File: src/rtl/dcrs_map.svh
// Offsets, field positions, codes and timing counts of the result status block.
// Assumes inclusion by bare name from the package and the design module.
`ifndef DCRS_MAP_SVH
`define DCRS_MAP_SVH

// APB byte addresses
`define DCRS_OFS_FIRST     12'h000
`define DCRS_OFS_SECOND    12'h004
`define DCRS_OFS_CTRL      12'h008
`define DCRS_OFS_STATE     12'h00C

// First status byte fields
`define DCRS_F_TC_HI       7
`define DCRS_F_TC_LO       6
`define DCRS_F_SEEK        5
`define DCRS_F_EQUIP       4
`define DCRS_F_NRDY        3
`define DCRS_F_HEAD        2

// Second status byte fields
`define DCRS_S_EOC         7
`define DCRS_S_CRC         5
`define DCRS_S_OVR         4
`define DCRS_S_MISS        2

// Termination codes
`define DCRS_TC_NORMAL     2'h0
`define DCRS_TC_ABNORMAL   2'h1
`define DCRS_TC_INVALID    2'h2
`define DCRS_TC_READY      2'h3

// Invalid command first byte
`define DCRS_INVALID_BYTE  8'h80

// Retraction step limit
`define DCRS_STEP_LIMIT    7'h4D

// Byte service windows in ns, and their cycle counts at 50 ns
`define DCRS_CLK_NS        50
`define DCRS_SVC_FM_NS     27000
`define DCRS_SVC_MFM_NS    13000
`define DCRS_SVC_FM_CYC    (`DCRS_SVC_FM_NS / `DCRS_CLK_NS)
`define DCRS_SVC_MFM_CYC   (`DCRS_SVC_MFM_NS / `DCRS_CLK_NS)

// Reset values
`define DCRS_RST_BYTE      8'h00
`define DCRS_RST_WORD      32'h0000_0000

`endif

File: src/rtl/dcrs_pkg.sv
// Types shared by the result status block.
// Assumes the constant header is on the include path.
`include "dcrs_map.svh"

package dcrs_pkg;

	// Command classes driving flag selection
	typedef enum logic [2:0] {
		DCRS_CMD_OTHER,
		DCRS_CMD_READ,
		DCRS_CMD_WRITE,
		DCRS_CMD_READ_ID,
		DCRS_CMD_READ_TRACK,
		DCRS_CMD_POSITION,
		DCRS_CMD_RETRACT,
		DCRS_CMD_SENSE
	} dcrs_cmd_t;

	// Sequencer events, one-cycle pulses
	typedef struct packed {
		logic start;         // Command starts execution
		logic done_ok;       // Command finished properly
		logic done_bad;      // Command ended abnormally
		logic undefined;     // Undefined command issued
		logic position_done; // Head positioning reached target
		logic step_pulse;    // Step pulse issued
		logic eoc;           // Sector past end of cylinder
		logic crc_fail;      // ID or data CRC failed
		logic id_not_found;  // Requested sector identifier not located
		logic byte_req;      // Data byte awaits service
		logic byte_ack;      // Data byte serviced
	} dcrs_evt_t;

	// Drive status lines
	typedef struct packed {
		logic ready;       // Drive ready
		logic fault;       // Drive fault
		logic track_zero;  // Head at track zero
		logic two_sided;   // Drive is double sided
	} dcrs_drv_t;

	// Selection at interrupt
	typedef struct packed {
		logic       head_side;
		logic [1:0] unit_sel;
	} dcrs_sel_t;

	// Controller state
	typedef enum logic [1:0] {
		DCRS_IDLE,
		DCRS_EXEC,
		DCRS_RESULT
	} dcrs_state_t;

endpackage

File: src/rtl/dcrs_status.sv
// Result status composition for a disk controller, with an APB register slave.
// Assumes sequencer events are one-cycle pulses on CLK; drive lines are asynchronous pins.
// Assumes one command at a time; parallel positioning of several drives is not modelled.
// Assumes the host reads the first byte last, since that read ends the result phase.
//
// Implementation choices: the APB register port and the placing of the registers.
`timescale 1ns/100ps
`include "dcrs_map.svh"

module dcrs_status #(
	parameter int SVC_FM_CYC  = `DCRS_SVC_FM_CYC,
	parameter int SVC_MFM_CYC = `DCRS_SVC_MFM_CYC
) (
	input  wire logic                CLK,
	input  wire logic                NRST,
	input  wire logic [11:0]         PADDR,
	input  wire logic                PSEL,
	input  wire logic                PENABLE,
	input  wire logic                PWRITE,
	input  wire logic [31:0]         PWDATA,
	output logic      [31:0]         PRDATA,
	output logic                     PREADY,
	output logic                     PSLVERR,
	input  wire dcrs_pkg::dcrs_cmd_t CMD,
	input  wire dcrs_pkg::dcrs_evt_t EVT,
	input  wire dcrs_pkg::dcrs_sel_t SEL,
	input  wire dcrs_pkg::dcrs_drv_t DRV,
	output logic                     INT_REQ,
	output logic                     RESULT_READY,
	output logic                     CMD_ABORT
);
	import dcrs_pkg::*;

	// Drive line synchronisers
	// The pins move at any time, so only the second stage reads the first
	dcrs_drv_t   drv_s1_r;            // First stage, read only by second
	dcrs_drv_t   drv_r;               // Synchronised drive lines
	logic        rdy_prev_r;          // Ready delayed for change detect
	logic        rdy_chg;             // Ready changed during execution
	logic        rdy_idle_chg;        // Ready changed while idle
	logic [1:0]  fill_r;              // Edges since reset, saturating at three
	logic        rdy_primed;          // Stages and delayed copy hold pin values

	// Working state
	dcrs_state_t state_r;             // Controller phase
	dcrs_cmd_t   cmd_r;               // Command being executed
	logic        double_den_r;        // Density select from control reg
	logic [6:0]  step_cnt_r;          // Steps during retraction
	logic [9:0]  svc_cnt_r;           // Byte service timer, wide enough for FM
	logic        svc_wait_r;          // Byte pending
	logic        ovr_evt;             // Service window expired

	// Working flags gathered during execution
	// Folded into the result bytes on the termination edge
	logic        eoc_w_r;             // Sector past end of cylinder seen
	logic        crc_w_r;             // CRC failure seen
	logic        ovr_w_r;             // Late byte service seen
	logic        miss_w_r;            // Sector identifier not located
	logic        equip_w_r;           // Fault or failed retraction
	logic        nrdy_w_r;            // Not ready at start

	// Latched result bytes
	logic [7:0]  first_r;
	logic [7:0]  second_r;
	logic [7:0]  first_nxt;
	logic [7:0]  second_nxt;
	logic [1:0]  tc_nxt;
	logic        finish;              // Termination in this cycle
	logic        pos_cmd;             // Positioning or retraction command
	logic        rw_cmd;              // Read or write class command
	logic        retract_fail;        // 77 steps without track zero
	logic        nrdy_start;          // Not-ready condition at start

	// APB access strobes
	logic        apb_wr;              // Access phase of a write
	logic        apb_rd;              // Access phase of a read
	logic        leave_res;           // Host read that ends the result phase

	// Bus strobes of the access phase
	assign apb_wr = PSEL && PENABLE && PWRITE;
	assign apb_rd = PSEL && PENABLE && !PWRITE;
	assign leave_res = (state_r == DCRS_RESULT) && apb_rd && (PADDR == `DCRS_OFS_FIRST);

	// Command classes
	assign pos_cmd = (cmd_r == DCRS_CMD_POSITION) || (cmd_r == DCRS_CMD_RETRACT);
	assign rw_cmd = (CMD == DCRS_CMD_READ) || (CMD == DCRS_CMD_WRITE) ||
		(CMD == DCRS_CMD_READ_ID) || (CMD == DCRS_CMD_READ_TRACK);

	// A ready edge counts only once the stages hold pin values,
	// so the stages filling after reset raise no false change
	assign rdy_primed = (fill_r == 2'h3);
	assign rdy_chg = (state_r == DCRS_EXEC) && rdy_primed && (drv_r.ready != rdy_prev_r);
	assign rdy_idle_chg = (state_r == DCRS_IDLE) && rdy_primed &&
		(drv_r.ready != rdy_prev_r);

	// The 77th step pulse with the head still off track zero
	assign retract_fail = (cmd_r == DCRS_CMD_RETRACT) && EVT.step_pulse &&
		!drv_r.track_zero && (step_cnt_r == (`DCRS_STEP_LIMIT - 7'h01));

	// Drive not ready, or side 1 asked of a single sided drive
	assign nrdy_start = !drv_r.ready || (SEL.head_side && !drv_r.two_sided);

	// Service window ran out with the byte still waiting
	assign ovr_evt = svc_wait_r && !EVT.byte_ack && (svc_cnt_r == 10'h000);

	// Every way that execution can end in this cycle
	assign finish = (state_r == DCRS_EXEC) && (EVT.done_ok || EVT.done_bad ||
		EVT.position_done || rdy_chg || retract_fail || ovr_evt || nrdy_w_r);

	// Two-stage synchroniser for drive lines
	// Drive-line causes therefore act two edges after the pin moves;
	// the delayed ready copy feeds the change detector
	always_ff @(posedge CLK) begin
		if (!NRST) begin
			drv_s1_r   <= '0;
			drv_r      <= '0;
			rdy_prev_r <= 1'b0;
		end else begin
			drv_s1_r   <= DRV;
			drv_r      <= drv_s1_r;
			rdy_prev_r <= drv_r.ready;
		end
	end

	// Fill count after reset
	// Three edges fill both stages and the delayed ready copy
	always_ff @(posedge CLK) begin
		if (!NRST) begin
			fill_r <= 2'h0;
		end else if (fill_r != 2'h3) begin
			fill_r <= fill_r + 2'h1; // Saturates once primed
		end
	end

	// Phase tracking and command capture
	// An undefined command never executes: it goes straight to the result
	// phase, with no interrupt. A start is taken only while idle; one that
	// arrives in another phase is ignored. The result phase ends only by
	// the host's read of the first byte.
	always_ff @(posedge CLK) begin
		if (!NRST) begin
			state_r <= DCRS_IDLE;
			cmd_r   <= DCRS_CMD_OTHER;
		end else begin
			case (state_r)
				DCRS_IDLE: begin
					if (EVT.undefined) begin
						state_r <= DCRS_RESULT;
					end else if (EVT.start) begin
						state_r <= DCRS_EXEC;
						cmd_r   <= CMD;
					end
				end
				DCRS_EXEC: begin
					if (finish) begin
						state_r <= DCRS_RESULT;
					end
				end
				default: begin
					// Held until host reads the first byte
					if (leave_res) begin
						state_r <= DCRS_IDLE;
					end
				end
			endcase
		end
	end

	// Step counter during retraction
	// Cleared outside execution, so every retraction counts from zero;
	// seven bits hold the full step limit
	always_ff @(posedge CLK) begin
		if (!NRST) begin
			step_cnt_r <= 7'h00;
		end else if (state_r != DCRS_EXEC) begin
			step_cnt_r <= 7'h00;
		end else if (EVT.step_pulse && cmd_r == DCRS_CMD_RETRACT) begin
			step_cnt_r <= step_cnt_r + 7'h01;
		end
	end

	// Byte service window timer
	// Loaded on a byte request, counts down while the byte waits;
	// an acknowledge in the expiry cycle still counts as in time.
	// Density comes from the control register at the request.
	always_ff @(posedge CLK) begin
		if (!NRST) begin
			svc_cnt_r  <= 10'h000;
			svc_wait_r <= 1'b0;
		end else if (state_r != DCRS_EXEC || EVT.byte_ack) begin
			svc_wait_r <= 1'b0;
		end else if (EVT.byte_req) begin
			svc_wait_r <= 1'b1;
			svc_cnt_r  <= double_den_r ? 10'(SVC_MFM_CYC - 1) : 10'(SVC_FM_CYC - 1);
		end else if (svc_wait_r && svc_cnt_r != 10'h000) begin
			svc_cnt_r <= svc_cnt_r - 10'h001;
		end
	end

	// Working flags, cleared at start, set by events
	// Not-ready and fault are judged on the synchronised lines at start;
	// fault is also watched through execution. Flags stay set until the
	// next start, so a late event cannot clear an earlier one.
	always_ff @(posedge CLK) begin
		if (!NRST) begin
			eoc_w_r   <= 1'b0;
			crc_w_r   <= 1'b0;
			ovr_w_r   <= 1'b0;
			miss_w_r  <= 1'b0;
			equip_w_r <= 1'b0;
			nrdy_w_r  <= 1'b0;
		end else if (state_r == DCRS_IDLE && EVT.start) begin
			// Fresh command
			eoc_w_r   <= 1'b0;
			crc_w_r   <= 1'b0;
			ovr_w_r   <= 1'b0;
			miss_w_r  <= 1'b0;
			equip_w_r <= drv_r.fault;
			nrdy_w_r  <= rw_cmd && nrdy_start;
		end else if (state_r == DCRS_EXEC) begin
			if (EVT.eoc) begin
				eoc_w_r <= 1'b1;
			end
			if (EVT.crc_fail) begin
				crc_w_r <= 1'b1;
			end
			if (ovr_evt) begin
				ovr_w_r <= 1'b1;
			end
			if (EVT.id_not_found) begin
				miss_w_r <= 1'b1;
			end
			if (drv_r.fault || retract_fail) begin
				equip_w_r <= 1'b1;
			end
		end
	end

	// Next value of the result bytes at termination
	// Events of the finishing cycle are folded in as well as the flags,
	// so a cause arriving with the end is not lost. Ready change wins
	// over every other termination code.
	always_comb begin
		tc_nxt = `DCRS_TC_NORMAL;
		if (rdy_chg) begin
			tc_nxt = `DCRS_TC_READY;
		end else if (EVT.done_bad || ovr_evt || retract_fail || nrdy_w_r || equip_w_r ||
			drv_r.fault || crc_w_r || EVT.crc_fail || miss_w_r || EVT.id_not_found) begin
			tc_nxt = `DCRS_TC_ABNORMAL;
		end
		first_nxt = `DCRS_RST_BYTE;
		first_nxt[`DCRS_F_TC_HI:`DCRS_F_TC_LO] = tc_nxt;
		first_nxt[`DCRS_F_SEEK]  = pos_cmd && (EVT.position_done || retract_fail);
		first_nxt[`DCRS_F_EQUIP] = equip_w_r || drv_r.fault || retract_fail;
		first_nxt[`DCRS_F_NRDY]  = nrdy_w_r;
		first_nxt[`DCRS_F_HEAD]  = SEL.head_side;
		first_nxt[1:0]           = SEL.unit_sel;
		second_nxt = `DCRS_RST_BYTE;
		second_nxt[`DCRS_S_EOC]  = eoc_w_r || EVT.eoc;
		second_nxt[`DCRS_S_CRC]  = crc_w_r || EVT.crc_fail;
		second_nxt[`DCRS_S_OVR]  = ovr_w_r || ovr_evt;
		second_nxt[`DCRS_S_MISS] = miss_w_r || EVT.id_not_found;
	end

	// Result byte latches, held through the result phase
	// Nothing but a termination or an undefined command loads them,
	// so the host reads steady values however slowly it polls
	always_ff @(posedge CLK) begin
		if (!NRST) begin
			first_r  <= `DCRS_RST_BYTE;
			second_r <= `DCRS_RST_BYTE;
		end else if (state_r == DCRS_IDLE && EVT.undefined) begin
			first_r  <= `DCRS_INVALID_BYTE;
			second_r <= `DCRS_RST_BYTE;
		end else if (finish) begin
			first_r  <= first_nxt;
			second_r <= second_nxt;
		end
	end

	// Abort pulse for terminations that cut execution short
	// Ready change, overrun and failed retraction stop the sequencer at once
	always_ff @(posedge CLK) begin
		if (!NRST) begin
			CMD_ABORT <= 1'b0;
		end else begin
			CMD_ABORT <= finish && (rdy_chg || ovr_evt || retract_fail);
		end
	end

	// Result phase flag, raised with the latched bytes
	// It falls on the edge that completes the host's read of the first byte,
	// the same edge at which the phase machine returns to idle
	always_ff @(posedge CLK) begin
		if (!NRST) begin
			RESULT_READY <= 1'b0;
		end else begin
			RESULT_READY <= (state_r == DCRS_RESULT && !leave_res) ||
				(state_r == DCRS_IDLE && EVT.undefined) || finish;
		end
	end

	// Interrupt request level
	// A set in the same cycle as a sense query clear wins, so no cause is lost
	always_ff @(posedge CLK) begin
		if (!NRST) begin
			INT_REQ <= 1'b0;
		end else if (finish || rdy_idle_chg) begin
			INT_REQ <= 1'b1; // Undefined command raises none
		end else if (state_r == DCRS_IDLE && EVT.start && CMD == DCRS_CMD_SENSE) begin
			INT_REQ <= 1'b0;
		end
	end

	// Control register: density select
	// Bit 0 picks the shorter double density service window;
	// a change applies from the next byte request
	always_ff @(posedge CLK) begin
		if (!NRST) begin
			double_den_r <= 1'b0;
		end else if (apb_wr && PADDR == `DCRS_OFS_CTRL) begin
			double_den_r <= PWDATA[0];
		end
	end

	// APB read data, ready and error, registered on the setup cycle
	// Every transfer gets exactly one access cycle, with no wait states;
	// read data stand only while ready is high and are zero otherwise.
	// Unmapped addresses answer with an error and zero data.
	always_ff @(posedge CLK) begin
		if (!NRST) begin
			PRDATA  <= `DCRS_RST_WORD;
			PREADY  <= 1'b0;
			PSLVERR <= 1'b0;
		end else begin
			PREADY  <= PSEL && !PENABLE;
			PSLVERR <= 1'b0;
			PRDATA  <= `DCRS_RST_WORD;
			if (PSEL && !PENABLE) begin
				if (PADDR == `DCRS_OFS_FIRST) begin
					PRDATA <= {24'h000000, first_r};
				end else if (PADDR == `DCRS_OFS_SECOND) begin
					PRDATA <= {24'h000000, second_r};
				end else if (PADDR == `DCRS_OFS_CTRL) begin
					PRDATA <= {31'h00000000, double_den_r};
				end else if (PADDR == `DCRS_OFS_STATE) begin
					PRDATA <= {30'h00000000, state_r};
				end else begin
					PSLVERR <= 1'b1; // Unmapped address
				end
			end
		end
	end

endmodule

File: config.mk
export PLATFORM = sky130hd
export DESIGN_NAME = dcrs_status
export DESIGN_NICKNAME = d
export VERILOG_FILES = /design/src/rtl/dcrs_pkg.sv /design/src/rtl/dcrs_status.sv
export VERILOG_INCLUDE_DIRS = /design/src /design/src/rtl
export SDC_FILE = /design/constraint.sdc
export NUM_CORES = 1
export LEC_CHECK = 0
export ABC_AREA = 1
export BUFFER_PORTS_ARGS = -buffer_cell sky130_fd_sc_hd__buf_2
export CELL_PAD_IN_SITES_DETAIL_PLACEMENT = 0
export CELL_PAD_IN_SITES_GLOBAL_PLACEMENT = 1
export CORE_MARGIN = 4
export CORE_UTILIZATION = 38
export CTS_CLUSTER_DIAMETER = 30
export DETAILED_ROUTE_END_ITERATION = 6
export HOLD_SLACK_MARGIN = 0.08
export PLACE_DENSITY_LB_ADDON = 0.15
export SLEW_MARGIN = 15
export SYNTH_ARGS = -nofsm -noshare
export SYNTH_HDL_FRONTEND = slang
export SYNTH_SLANG_ARGS = --single-unit
export TNS_END_PERCENT = 5
File: constraint.sdc
create_clock -name CLK -period 4.6 [get_ports CLK]
set_input_delay 0.69 -clock CLK [delete_from_list [all_inputs] [get_ports CLK]]
set_output_delay 0.69 -clock CLK [all_outputs]
set_load 0.1 [all_outputs]
==> results.toml <==
[run_status]
outcome = "finished, final reports clean"

[run]
maxCapViolCount = 0

[global_routing]
antenna_found_initial = 0
grt_pass1_vias = 2446
overflow = 0
grt_pass1_wl_um = 11400
grt_max_degree = 26
grt_usage = 0.142

[pwr]
power.density_nw_per_um2 = 384
irDropWorstVdd_uv = 196
power_leakage_nw = 1.78
p_total_w = 0.00144

[drt]
wirelength_um = 7070
ant_nets = 0
via_per_inst = 4.46
drt_iter0_drc = 79
route.detailed.drc = 0
wl_per_cell_um = 11.3
via_count = 2797
dr.pass1.iters = 4

[clock_network]
clock-sinks = 66
cts_root_buf = "clkbuf_8"
post_cts_buffers = 0
htree_levels = 3
clk_latency_ns = 0.35
cts_tree = "done"
path_clk_slew_ns = 0.07
clock_path_buffers = 2
holdBufCountCts = 0
ctsResizeCount = 0
cts_buffers = 9

[yosys]
ys_top_cells_by_area = "dfxtp_1 (40%), nor2_1 (8.8%), nand2_1 (8.6%), inv_1 (7.3%), buf_4 (5.5%)"
netlist_area_um2 = 3300
yosys.area.top_type = "dfxtp_1"
syn_area_per_cell_um2 = 7.13
synth_edf_count = 0
ys_seq_area_frac = 0.400
yosys_warnings = 0
ys_dominant_reg_cell = "dfxtp_1"
synth_cells = 463
synth-async-reset-ratio = 0
synth_top_area_frac = 0.400
synth_most_common_cell = "nor2_1"
synth.distinct_cells = 38
ys_ff_latch = 66
synthTopCellsByCount = "nor2_1 (77), nand2_1 (76), dfxtp_1 (66)"

[placement]
hpwl_um = 5330
gp_congestion = 0.847
port_buffers = 51

[min_path]
hp-class = "reg2reg"
min_from = "drv_s1_r[2]$_SDFF_PN0_"
min_path_cells = 2
hold_end = "drv_r[2]$_SDFF_PN0_"

[timing]
period_minus_slack_ns = 2.09
holdWs_ns = 0.417
max_slew_margin = 0.571
setup_tns_ns = 0
period_share = 0.454
slew_viol_final = 0
finalSetupViolCount = 0
fmax_mhz = 479
hold_viol = 0
skew_ns = 0.0106
grt_setup_unrepaired = "false"
worstMarginPinSlew_ns = 0.637

[setup_path]
crit_path_start_kind = "primary input"
crit_buf_inv = 2
path_class = "in2reg"
r2r-start = "state_r[1]$_SDFFE_PN0P_"
arrival_ns = 2.37
cp-end-kind = "register"
cp_max_fo = 25
rr_endpoint = "first_r[3]$_SDFFE_PP0P_"
path_common_cell = "nor2_1"
cp.required_ns = 4.88
worstPathCellList = "buf_2, inv_1, nor2_1, o21ai_0, nor2_1"
cp_slowest_cell = "nor2_1"
max_stage_delay_ns = 0.58
path_delay_family = "buffers and inverters"
reg2reg_slack_ns = 2.82
worstRegToRegCells = 6

[cells_and_area]
drive_gt1_frac = 0.190
fill_cells = 887
nNetsFinal = 592
seq_area_um2 = 1320
syn2layout_area_growth_pct = 13.4
num_antenna_cells = 0
multi_input_area_um2 = 1560

[floorplanning]
dieArea_um2 = 10200
core-area_um2 = 8340
row_count = 33
start_util = 0.396
ios = 107
die_y_um = 101
die_x_um = 101
## worst max path at each step
stage               cells after the start     start                 endpoint
floorplan                               7  PADDR[9]     PRDATA[1]$_SDFF_PN0_
global placement                        5      NRST  first_r[3]$_SDFFE_PP0P_
detailed placement                      5      NRST  first_r[3]$_SDFFE_PP0P_
CTS                                     5      NRST  first_r[3]$_SDFFE_PP0P_
global route                            5      NRST  first_r[3]$_SDFFE_PP0P_
finish                                  5      NRST  first_r[3]$_SDFFE_PP0P_
## registers in the layout, summed over array words and instances (netlist names)
signal,count
second_r,4
drv_r,4
ovr_w_r,1
eoc_w_r,1
step_cnt_r,7
svc_cnt_r,10
miss_w_r,1
fill_r,2
rdy_prev_r,1
PREADY,1
state_r,2
equip_w_r,1
crc_w_r,1
drv_s1_r,4
first_r,8
cmd_r,3
svc_wait_r,1
RESULT_READY,1
PSLVERR,1
CMD_ABORT,1
nrdy_w_r,1
PRDATA,8
double_den_r,1
INT_REQ,1
## worst register-to-register path: stages (launching register included)
cell and delay (ns):
dfxtp_1 0.58, inv_2 0.10, nand2_1 0.14, nor2_1 0.09, nor2_1 0.49, o21ai_0 0.20
nor2_1 0.13
## power by group
| group | internal (W) | total, W | switching [W] |
|---|---|---|---|
| sequential | 0.000606 | 0.000629 | 0.0000230 |
| clock | 0.000255 | 0.000493 | 0.000238 |
| combinational | 0.0000733 | 0.000314 | 0.000240 |
## placed cells by master, fill, tap and decap left out, drive strengths merged
cell type / Yosys / final
a211oi: 2 / 2
a21oi: 25 / 25
a31oi: 1 / 1
buf: 29 / 51
bufinv: 0 / 1
clkbuf: 2 / 9
clkinv: 0 / 3
conb: 1 / 24
dfxtp: 66 / 66
ha: 5 / 5
inv: 72 / 75
nand2: 82 / 82
nand3: 36 / 36
nand3b: 1 / 1
nand4: 5 / 5
nor2: 86 / 86
nor3: 7 / 7
nor3b: 1 / 1
o21a: 1 / 1
o21ai: 30 / 30
o22ai: 3 / 3
o32ai: 1 / 1
or2: 1 / 1
xnor2: 2 / 2
xor2: 4 / 4
## per-stage QoR
step	util	cells	cell area [µm²]	worst slack (ns)
after floorplan	-	486	3390	2.97
after global placement	0.425	611	3540	2.10
after detailed placement	0.425	611	3540	2.12
after CTS	0.449	627	3740	2.46
after global routing	0.449	627	3740	2.30
final	0.449	627	3740	2.51
## cell type report
type,count,area share
Clock buffer,9,0.0331
Clock inverter,7,0.0201
Inverter,72,0.0736
Multi-Input combinational cell,317,0.417
Sequential cell,66,0.353
Tap cell,105,0.0351
Timing Repair Buffer,51,0.0682
## logic make-up (layout without fill, tap and decap cells)
| kind of cell | after synthesis | in the layout | synth area share |
|---|---|---|---|
| adder cells (fa/ha/maj) | 5 | 5 | 0.0190 |
| flip-flops | 66 | 66 | 0.400 |
| buffers and inverters | 103 | 139 | 0.153 |
| other | 1 | 24 | 0.00114 |
| AND/OR/NAND/NOR | 219 | 219 | 0.303 |
| XOR/XNOR | 6 | 6 | 0.0159 |
| AO/OA/AOI/OAI | 63 | 63 | 0.107 |
## per-layer routing
metal | GRT usage | wire length (µm) | vias up
met1 | 0.191 | 3420 | 1198
met3 | 0.0420 | 451 | 12
li1 | - | - | 1520
met2 | 0.216 | 3080 | 67
met5 | 0 | 0 | -
met4 | 0.0491 | 120 | 0
Power figures use the tool's default switching activity.
